File: src/lvpend_cfg.svh
// Register offsets, bit positions and reset values of the low-voltage block
// Functional notes
// - Bit 7 of the low-voltage register is a read-only flag set on a low-voltage event while the master enable is set.
// - Writing 1 to acknowledge bit 6 clears the low-voltage flag, and that bit always reads as zero.
// - With interrupt enable bit 5 set, an interrupt is requested while the low-voltage flag is set; otherwise software polls.
// - Write-once reset enable bit 4, with the master enable set, forces a device reset whenever the flag is 1.
// - Read/write bit 3 keeps low-voltage detection running in stop mode when 1 and stops it there when 0.
// - Write-once master enable bit 2 switches the detector on, and the other low-voltage bits except bandgap bit 0 act only while it is set.
// - A write-once bit takes only the first write after reset and ignores later writes until the next reset.
// - Bit 0 enables the bandgap reference buffer feeding the comparator's internal channel.
// - Pending bit 4 is the keypad flag AND the keypad interrupt enable.
// - Pending bit 3 is the comparator flag AND the comparator interrupt enable.
// - Pending bit 2 is the timer overflow flag AND its interrupt enable.
// - Pending bit 1 is the periodic-wakeup flag AND its interrupt enable.
// - Pending bit 0 is set only when the low-voltage flag, its interrupt enable and the master enable are all 1.
// - Every pending bit is cleared by any reset.
// - The periodic-wakeup flag sets on timeout, clears on a write of 1 to its acknowledge bit, and that bit reads zero.
`ifndef LVPEND_CFG_SVH
`define LVPEND_CFG_SVH

`define ADDR_W 4
`define OFS_LV_CTRL 4'h0
`define OFS_PENDING 4'h1
`define OFS_WAKE_CTRL 4'h2
`define OFS_IRQ_STATUS 4'h3
`define OFS_IRQ_ENABLE 4'h4
`define OFS_IRQ_CLEAR 4'h5

`define BIT_LV_FLAG 7
`define BIT_LV_ACK 6
`define BIT_LV_IRQ_EN 5
`define BIT_LV_RESET_EN 4
`define BIT_LV_STOP_EN 3
`define BIT_LV_MASTER_EN 2
`define BIT_BANDGAP_EN 0

`define BIT_WAKE_FLAG 7
`define BIT_WAKE_ACK 6
`define BIT_WAKE_IRQ_EN 4

`define BIT_PEND_KEYPAD 4
`define BIT_PEND_COMP 3
`define BIT_PEND_TIMER 2
`define BIT_PEND_WAKE 1
`define BIT_PEND_BROWNOUT 0

`define EVT_LV 0
`define EVT_WAKE 1
`define EVT_COUNT 2

`define RESET_BYTE 8'h00
`define RESET_EVT 2'h0

`endif

File: src/lvpend_pkg.sv
// Types shared by the low-voltage and pending-interrupt block
package lvpend_pkg;

	typedef struct packed {
		logic keypad_flag;
		logic keypad_irq_en;
		logic comparator_flag;
		logic comparator_irq_en;
		logic timer_overflow_flag;
		logic timer_overflow_irq_en;
	} periph_irq_t;

	typedef struct packed {
		logic [3:0] addr;
		logic [7:0] wdata;
		logic wr;
		logic rd;
	} reg_req_t;

endpackage

File: src/low_voltage_and_irq_pending_regs.sv
// Low-voltage control/status, wake flag and interrupt-pending registers
//
// Strobed register access and the register addresses are this design's own decisions.
`timescale 1ns/1ps
`include "lvpend_cfg.svh"

module low_voltage_and_irq_pending_regs (
	// Clock and reset
	input wire logic SYS_CLK,
	input wire logic RESET,
	// Register port
	input wire logic [3:0] ADDR,
	input wire logic [7:0] WDATA,
	input wire logic WR,
	input wire logic RD,
	output logic [7:0] RDATA,
	// Analog detector and power state (asynchronous)
	input wire logic LOW_VOLTAGE_DETECT,
	input wire logic STOP_MODE,
	input wire logic WAKE_TIMEOUT,
	// Peripheral flags and enables (same clock)
	input lvpend_pkg::periph_irq_t PERIPH,
	// Outputs to core and analog
	output logic LOW_VOLTAGE_IRQ,
	output logic LOW_VOLTAGE_RESET,
	output logic DETECTOR_ON,
	output logic BANDGAP_BUFFER_ON,
	output logic [7:0] PENDING,
	output logic IRQ
);

	lvpend_pkg::reg_req_t req;
	logic [1:0] lvd_sync;
	logic [1:0] stop_sync;
	logic [1:0] wake_sync;
	logic wake_seen;
	logic low_voltage_flag;
	logic low_voltage_irq_en;
	logic low_voltage_reset_en;
	logic low_voltage_stop_en;
	logic low_voltage_master_en;
	logic bandgap_buffer_en;
	logic reset_en_written;
	logic master_en_written;
	logic periodic_wake_flag;
	logic periodic_wake_irq_en;
	logic [`EVT_COUNT-1:0] evt_status;
	logic [`EVT_COUNT-1:0] evt_enable;
	logic [`EVT_COUNT-1:0] evt_set;
	logic [7:0] next_pending;
	logic lv_ctrl_wr;
	logic wake_ctrl_wr;
	logic lv_event;
	logic lv_set;
	logic wake_set;
	logic detector_active;

	assign req = '{addr: ADDR, wdata: WDATA, wr: WR, rd: RD};
	assign lv_ctrl_wr = req.wr && (req.addr == `OFS_LV_CTRL);
	assign wake_ctrl_wr = req.wr && (req.addr == `OFS_WAKE_CTRL);

	// Detector level and timeout are analog/slow-domain signals
	always_ff @(posedge SYS_CLK or posedge RESET) begin
		if (RESET) begin
			lvd_sync <= 2'h0;
			stop_sync <= 2'h0;
			wake_sync <= 2'h0;
		end else begin
			lvd_sync <= {lvd_sync[0], LOW_VOLTAGE_DETECT};
			stop_sync <= {stop_sync[0], STOP_MODE};
			wake_sync <= {wake_sync[0], WAKE_TIMEOUT};
		end
	end

	// Detection runs while enabled, and in stop only if allowed
	assign detector_active = low_voltage_master_en &&
		(!stop_sync[1] || low_voltage_stop_en);
	assign lv_event = detector_active && lvd_sync[1];

	// Edge of the timeout level: a held timeout marks a single event
	always_ff @(posedge SYS_CLK or posedge RESET) begin
		if (RESET)
			wake_seen <= 1'b0;
		else
			wake_seen <= wake_sync[1];
	end
	assign wake_set = wake_sync[1] && !wake_seen;

	// Low-voltage flag: set wins over an acknowledge in the same cycle
	always_ff @(posedge SYS_CLK or posedge RESET) begin
		if (RESET)
			low_voltage_flag <= 1'b0;
		else if (lv_event)
			low_voltage_flag <= 1'b1;
		else if (lv_ctrl_wr && req.wdata[`BIT_LV_ACK])
			low_voltage_flag <= 1'b0;
	end
	assign lv_set = lv_event && !low_voltage_flag;

	// Plain read/write controls
	always_ff @(posedge SYS_CLK or posedge RESET) begin
		if (RESET) begin
			low_voltage_irq_en <= 1'b0;
			low_voltage_stop_en <= 1'b0;
			bandgap_buffer_en <= 1'b0;
		end else if (lv_ctrl_wr) begin
			low_voltage_irq_en <= req.wdata[`BIT_LV_IRQ_EN];
			low_voltage_stop_en <= req.wdata[`BIT_LV_STOP_EN];
			bandgap_buffer_en <= req.wdata[`BIT_BANDGAP_EN];
		end
	end

	// Write-once bits: the first write to the low-voltage register after reset locks them
	always_ff @(posedge SYS_CLK or posedge RESET) begin
		if (RESET) begin
			low_voltage_reset_en <= 1'b0;
			reset_en_written <= 1'b0;
		end else if (lv_ctrl_wr && !reset_en_written) begin
			low_voltage_reset_en <= req.wdata[`BIT_LV_RESET_EN];
			reset_en_written <= 1'b1;
		end
	end

	always_ff @(posedge SYS_CLK or posedge RESET) begin
		if (RESET) begin
			low_voltage_master_en <= 1'b0;
			master_en_written <= 1'b0;
		end else if (lv_ctrl_wr && !master_en_written) begin
			low_voltage_master_en <= req.wdata[`BIT_LV_MASTER_EN];
			master_en_written <= 1'b1;
		end
	end

	// Periodic-wake status/control
	always_ff @(posedge SYS_CLK or posedge RESET) begin
		if (RESET)
			periodic_wake_irq_en <= 1'b0;
		else if (wake_ctrl_wr)
			periodic_wake_irq_en <= req.wdata[`BIT_WAKE_IRQ_EN];
	end

	always_ff @(posedge SYS_CLK or posedge RESET) begin
		if (RESET)
			periodic_wake_flag <= 1'b0;
		else if (wake_set)
			periodic_wake_flag <= 1'b1;
		else if (wake_ctrl_wr && req.wdata[`BIT_WAKE_ACK])
			periodic_wake_flag <= 1'b0;
	end

	// Pending register is registered, so it lags its sources by one edge
	always_comb begin
		next_pending = `RESET_BYTE;
		next_pending[`BIT_PEND_KEYPAD] =
			PERIPH.keypad_flag && PERIPH.keypad_irq_en;
		next_pending[`BIT_PEND_COMP] =
			PERIPH.comparator_flag && PERIPH.comparator_irq_en;
		next_pending[`BIT_PEND_TIMER] = PERIPH.timer_overflow_flag &&
			PERIPH.timer_overflow_irq_en;
		next_pending[`BIT_PEND_WAKE] =
			periodic_wake_flag && periodic_wake_irq_en;
		next_pending[`BIT_PEND_BROWNOUT] = low_voltage_flag &&
			low_voltage_irq_en && low_voltage_master_en;
	end

	// Writes never reach this register
	always_ff @(posedge SYS_CLK or posedge RESET) begin
		if (RESET)
			PENDING <= `RESET_BYTE;
		else
			PENDING <= next_pending;
	end

	// Core- and analog-facing outputs
	always_ff @(posedge SYS_CLK or posedge RESET) begin
		if (RESET) begin
			LOW_VOLTAGE_IRQ <= 1'b0;
			LOW_VOLTAGE_RESET <= 1'b0;
			DETECTOR_ON <= 1'b0;
			BANDGAP_BUFFER_ON <= 1'b0;
		end else begin
			LOW_VOLTAGE_IRQ <= low_voltage_flag && low_voltage_irq_en &&
				low_voltage_master_en;
			LOW_VOLTAGE_RESET <= low_voltage_flag && low_voltage_reset_en &&
				low_voltage_master_en;
			DETECTOR_ON <= detector_active;
			BANDGAP_BUFFER_ON <= bandgap_buffer_en;
		end
	end

	// Sticky event status, one bit per event
	assign evt_set[`EVT_LV] = lv_set;
	assign evt_set[`EVT_WAKE] = wake_set;

	genvar i;
	generate
		for (i = 0; i < `EVT_COUNT; i = i + 1) begin : g_evt
			always_ff @(posedge SYS_CLK or posedge RESET) begin
				if (RESET)
					evt_status[i] <= 1'b0;
				else if (evt_set[i])
					evt_status[i] <= 1'b1;
				else if (req.wr && req.addr == `OFS_IRQ_CLEAR && req.wdata[i])
					evt_status[i] <= 1'b0;
			end
		end
	endgenerate

	always_ff @(posedge SYS_CLK or posedge RESET) begin
		if (RESET)
			evt_enable <= `RESET_EVT;
		else if (req.wr && req.addr == `OFS_IRQ_ENABLE)
			evt_enable <= req.wdata[`EVT_COUNT-1:0];
	end

	always_ff @(posedge SYS_CLK or posedge RESET) begin
		if (RESET)
			IRQ <= 1'b0;
		else
			IRQ <= |(evt_status & evt_enable);
	end

	// Read data in the cycle after the strobe; write-only bits read zero
	always_ff @(posedge SYS_CLK or posedge RESET) begin
		if (RESET) begin
			RDATA <= `RESET_BYTE;
		end else if (req.rd) begin
			case (req.addr)
				`OFS_LV_CTRL: RDATA <= {low_voltage_flag, 1'b0,
					low_voltage_irq_en, low_voltage_reset_en,
					low_voltage_stop_en, low_voltage_master_en,
					1'b0, bandgap_buffer_en};
				`OFS_PENDING: RDATA <= PENDING;
				`OFS_WAKE_CTRL: RDATA <= {periodic_wake_flag, 1'b0, 1'b0,
					periodic_wake_irq_en, 4'h0};
				`OFS_IRQ_STATUS: RDATA <= {6'h00, evt_status};
				`OFS_IRQ_ENABLE: RDATA <= {6'h00, evt_enable};
				default: RDATA <= `RESET_BYTE;
			endcase
		end else begin
			RDATA <= `RESET_BYTE;
		end
	end

endmodule

File: config.mk
export PLATFORM = sky130hd
export DESIGN_NAME = low_voltage_and_irq_pending_regs
export DESIGN_NICKNAME = d
export VERILOG_FILES = /design/src/lvpend_pkg.sv /design/src/low_voltage_and_irq_pending_regs.sv
export VERILOG_INCLUDE_DIRS = /design/src /design/src/src
export SDC_FILE = /design/constraint.sdc
export NUM_CORES = 1
export LEC_CHECK = 0
export ABC_AREA = 1
export BUFFER_PORTS_ARGS = -buffer_cell sky130_fd_sc_hd__buf_2
export CAP_MARGIN = 10
export CORE_ASPECT_RATIO = 0.8
export CORE_UTILIZATION = 45
export CTS_CLUSTER_SIZE = 10
export DETAILED_ROUTE_END_ITERATION = 10
export GPL_TIMING_DRIVEN = 0
export HOLD_SLACK_MARGIN = 0.15
export MAX_ROUTING_LAYER = met4
export PLACE_DENSITY = 0.74
export SYNTH_ARGS = -nofsm -noshare
export SYNTH_HDL_FRONTEND = slang
export SYNTH_SLANG_ARGS = --single-unit
File: constraint.sdc
create_clock -name SYS_CLK -period 1 [get_ports SYS_CLK]
set_input_delay 0.1 -clock SYS_CLK [delete_from_list [all_inputs] [get_ports SYS_CLK]]
set_output_delay 0.1 -clock SYS_CLK [all_outputs]
set_load 0.01 [all_outputs]
# Yosys cells after proc, flatten, opt, wreduce, memory -nomap -nowiden
# Index checks and enable logic that the tools add are counted.
dict set report op_classes {
  n_reduce_logical 34
  eq_ne 5
  n_mux 10
  bitwise_logic 1
}
# cell n
set op_table {}
lappend op_table {{$pmux W8 S5} 1}
lappend op_table {{$logic_and A1 B1 Y1} 22}
lappend op_table {{$eq A4 B2 Y1 const B} 2}
lappend op_table {{$eq A4 B3 Y1 const B} 2}
lappend op_table {{$mux W1} 8}
lappend op_table {{$mux W8} 1}
lappend op_table {{$reduce_bool A2 Y1} 4}
lappend op_table {{$logic_not A1 Y1} 5}
lappend op_table {{$eq A4 B1 Y1 const B} 1}
lappend op_table {{$logic_not A4 Y1} 1}
lappend op_table {{$and A2 B2 Y2} 1}
lappend op_table {{$reduce_or A2 Y1} 1}
lappend op_table {{$logic_or A1 B1 Y1} 1}
dict set report totals {
  register_bits 39
  out_inout_bits 21
  elab_cells 74
}

# Logic depth before layout (Yosys ltp)
dict set report depth {
  word_depth 6
  mapped_depth 7
  ltp_nobuf 7
}

# Worst setup path before layout
# Ideal clock, no wire load.
dict set report synth_path {
  path_kind {register to register}
  startpoint {register low_voltage_master_en}
  endpoint {register evt_status[0]}
  synth_period_minus_slack_ns 0.774
  path_stages_with_launch 5
  t_arrival_ns 0.708
  setup_slack_ns 0.226
  path_buffers 0
  cell_sequence {dfrtp_1 -> inv_1 -> a21oi_1 -> nand3_1 -> nand2_1}
}
dict set report synth_via {
  elab_chain_len 4
}
# element line_no
set synth_lines {}
lappend synth_lines {{from (decl)} low_voltage_and_irq_pending_regs.sv:41} ;# logic low_voltage_master_en;
lappend synth_lines {{from (signal assigned)} low_voltage_and_irq_pending_regs.sv:129} ;# low_voltage_master_en <= req.wdata[`BIT_LV_MASTER_EN];
lappend synth_lines {{$logic_and A1 B1 Y1 (*)} low_voltage_and_irq_pending_regs.sv:76} ;# assign detector_active = low_voltage_master_en &&
lappend synth_lines {{net detector_active} low_voltage_and_irq_pending_regs.sv:56} ;# logic detector_active;
lappend synth_lines {{$logic_and A1 B1 Y1 (*)} low_voltage_and_irq_pending_regs.sv:78} ;# assign lv_event = detector_active && lvd_sync[1];
lappend synth_lines {{$logic_and A1 B1 Y1 (*)} low_voltage_and_irq_pending_regs.sv:98} ;# assign lv_set = lv_event && !low_voltage_flag;
lappend synth_lines {{$mux W1 / $reduce_bool A2 Y1 (equally long branches)} -}
lappend synth_lines {{to (signal, indexed assignment)} low_voltage_and_irq_pending_regs.sv:200} ;# evt_status[i] <= 1'b0;
lappend synth_lines {{to (signal, indexed assignment)} low_voltage_and_irq_pending_regs.sv:202} ;# evt_status[i] <= 1'b1;
lappend synth_lines {{to (signal, indexed assignment)} low_voltage_and_irq_pending_regs.sv:204} ;# evt_status[i] <= 1'b0;
lappend synth_lines {{to (decl)} low_voltage_and_irq_pending_regs.sv:47} ;# logic [`EVT_COUNT-1:0] evt_status;
# Mark *: on every way through the listed nets, which the timed path passes. The rest lies on a longest branch.
# A chain may end at the register's enable or synchronous reset.

==> run_results.csv <==
group,metric,value,unit
sta,slew_headroom,44.9,%
floorplan,num_rows,18,
floorplan,die_y,53.7,um
detailed_routing,drtAntennaViolNets,0,
synthesis,synth_area_per_cell,9.44,sq um
grt,grt_pass1_wl,5290,um
floorplan,die_area,0.00357,sq mm
worst_setup_path,worst-path-buf-inv,1,
sta,setup_slack,0.0455,ns
final_layout,multi_input_area,448,sq um
floorplan,start_util,48.0,%
detailed_routing,via_per_inst,4.56,
floorplan,die_w,66.6,um
cts,clock_sinks,37,
final_layout,drive_above_1_share,28.6,%
grt,grt_antenna_before_repair,0,
synthesis,ys_warn_count,0,
detailed_routing,wirelength,3180,um
place,pre_cts_ws,-0.0178,ns
detailed_routing,drt_iter0_markers,80,
grt,grt_overflow,0,
floorplan,coreArea,0.00313,sq mm
worst_setup_path,crit_path_end_kind,"output port",
worst_setup_path,crit_fanout,3,
floorplan,pin_count,46,
sta,whs,-0.0424,ns
final_layout,nNetsFinal,251,
place,gp_congestion,0.780,
final_layout,area_growth,37.5,%
cts,clk_path_buf_depth,2,
worst_setup_path,critPathKind,"reg -> out",
sta,drv_slew,0,
final_layout,stdcell_count,267,
synthesis,seq_area_frac_synth,61.7,%
cts,clkLatencyLatePin,0.29,ns
cts,tritoncts,"yes",
sta,finalSetupViolations,0,
power_and_ir_drop,leakage,0.00116,uW
place,dpl.hpwl,2250,um
run_status,status,"finished with violations",
final_layout,layout_common_cells,"47 x nand2_1, 39 x buf_2, 37 x dfrtp_1, 23 x inv_1",
place,portBuffers,40,
synthesis,synthTopCellsByArea,"dfrtp_1 62%, nand2_1 12%, inv_1 5.8%",
sta,fin_skew,0.00804,ns
job,cap_violations,0,
sta,hold_violations,18,
final_layout,diodes,0,
cts,post_cts_buffers,0,
final_layout,final_common_cell,"nand2_1",
cts,clock-root-buffer,"clkbuf_8",
sta,rsz0062_at_grt,"no",
hold_path,hp-class,"in -> async",
worst_setup_path,crit_chain,"buf_2",
sta,min_period_over_period,95.5,%
worst_setup_path,critPathRequiredTime,0.90,ns
power_and_ir_drop,ir_drop,0.00112,V
sta,tightest_slew,0.826,ns
worst_setup_path,critical_path.top_delay_family,"flip-flops",
worst_setup_path,slowest_stage,"dfrtp_1",
worst_setup_path,arrival,0.85,ns
cts,path_clk_slew,0.08,ns
cts,cts_max_level,2,
detailed_routing,route.detailed.drc,0,
place,dp.cells,243,
power_and_ir_drop,p_per_area,1580,mW/mm^2
sta,fmax,1050,MHz
worst_setup_path,crit_path_start_kind,"register",
grt,track_usage,21.9,%
final_layout,regArea,926,sq um
grt,grt_max_degree,20,
synthesis,synth_area_leader_cell,"dfrtp_1",
worst_setup_path,timing.critical_path.slowest_cell_delay,0.42,ns
detailed_routing,vias,1217,
sta,period_minus_slack,0.955,ns
synthesis,ys_ff_latch,37,
synthesis,synthesis.area,0.00150,sq mm
detailed_routing,wl_per_cell,11.9,um
grt,grt_pass1_vias,1188,
cts,postCtsHoldBufs,17,
run_status,failed_checks,"hold timing",
synthesis,synth_cells,159,
synthesis,yosysUniqueCellTypes,18,
detailed_routing,drtPass1Iterations,5,
final_layout,num-fill-cells,266,
synthesis,synth.top_cell.area_share,61.7,%
cts,cts_made_buffers,5,
worst_setup_path,r2r_setup_slack,0.12,ns
-- path summary, 6_finish.rpt --
check	startpoint	depth (start not counted)	endpoint
max	PENDING[0]	1	LOW_VOLTAGE_IRQ
min	RESET	2	master_en_written
max reg2reg	low_voltage_master_en	4	evt_status[0]
min reg2reg	lvd_sync[0]	0	lvd_sync[1]
max in group asynchronous	RESET	3	RDATA[3]
min in group SYS_CLK	ADDR[2]	4	RDATA[5]
-- synth_stat cells --
cell type / n
o21ai_2: 1
nor2_4: 2
inv_2: 2
inv_1: 23
buf_6: 1
a21oi_1: 4
o21ai_0: 5
nor2_8: 1
nor2_1: 6
nand3_1: 17
nor3_1: 2
buf_4: 5
conb_1: 1
a22o_1: 1
nand2_4: 1
nand2_1: 47
nor2_2: 3
dfrtp_1: 37
-- flip-flops by register name (all words and copies together), names as in the netlist, 2 cells and up --
name,cells
RDATA,7
lvd_sync,2
wake_sync,2
PENDING,5
evt_status,2
stop_sync,2
evt_enable,2
-- layer usage --
metal	vias up	share of wire (%)	track usage, %	routed length [um]
met5	-	0	-	0
met4	0	1.1	7.45	36
met3	4	5.7	6.99	182
met2	39	49	34.5	1550
met1	568	44	26.8	1410
li1	606	-	-	-
-- repair_timing --
item	CTS	global route
pin swaps	0	0
resized for setup	1	1
hold endpoints to repair	38	18
setup endpoints to repair	1	1
-- per-stage QoR --
step | util, % | power (uW) | setup TNS (ns) | hold slack [ns] | cell area (sq um)
finish | 65.9 | 3270 | 0 | -0.0424 | 2060
global placement | 56.3 | 2060 | -14.56 | 0.208 | 1760
global route | 65.9 | 3430 | 0 | 0.0237 | 2060
detailed placement | 57.2 | 2100 | -0.0178 | 0.209 | 1790
floorplan | - | 1920 | 0 | 0.131 | 1510
CTS | 65.8 | 3270 | 0 | -0.0146 | 2060
-- kinds of logic after synthesis --
| logic type | Yosys count | share of synthesized area (%) |
|---|---|---|
| other | 1 | 0.250 |
| AOI/OAI and AO/OA | 11 | 4.17 |
| and+or+nand+nor | 79 | 24.4 |
| DFF | 37 | 61.7 |
| buffers and inverters | 31 | 9.50 |
-- report_power, final --
part | switching [uW] | leakage [uW] | internal [uW]
Combinational | 227 | 0.000644 | 194
Sequential | 75.8 | 0.000459 | 1620
Clock | 526 | 0.0000542 | 623
-- cell type report --
| type | count | area share, % |
|---|---|---|
| flip-flops and latches | 37 | 44.8 |
| multi-input cells | 94 | 21.7 |
| repair buffers | 58 | 19.6 |
| clock buffers | 7 | 4.67 |
| inverters | 25 | 4.55 |
| well taps | 40 | 2.42 |
| plain buffers | 5 | 2.00 |
| clock inverters | 1 | 0.242 |
(Power assumes the default switching activity.)
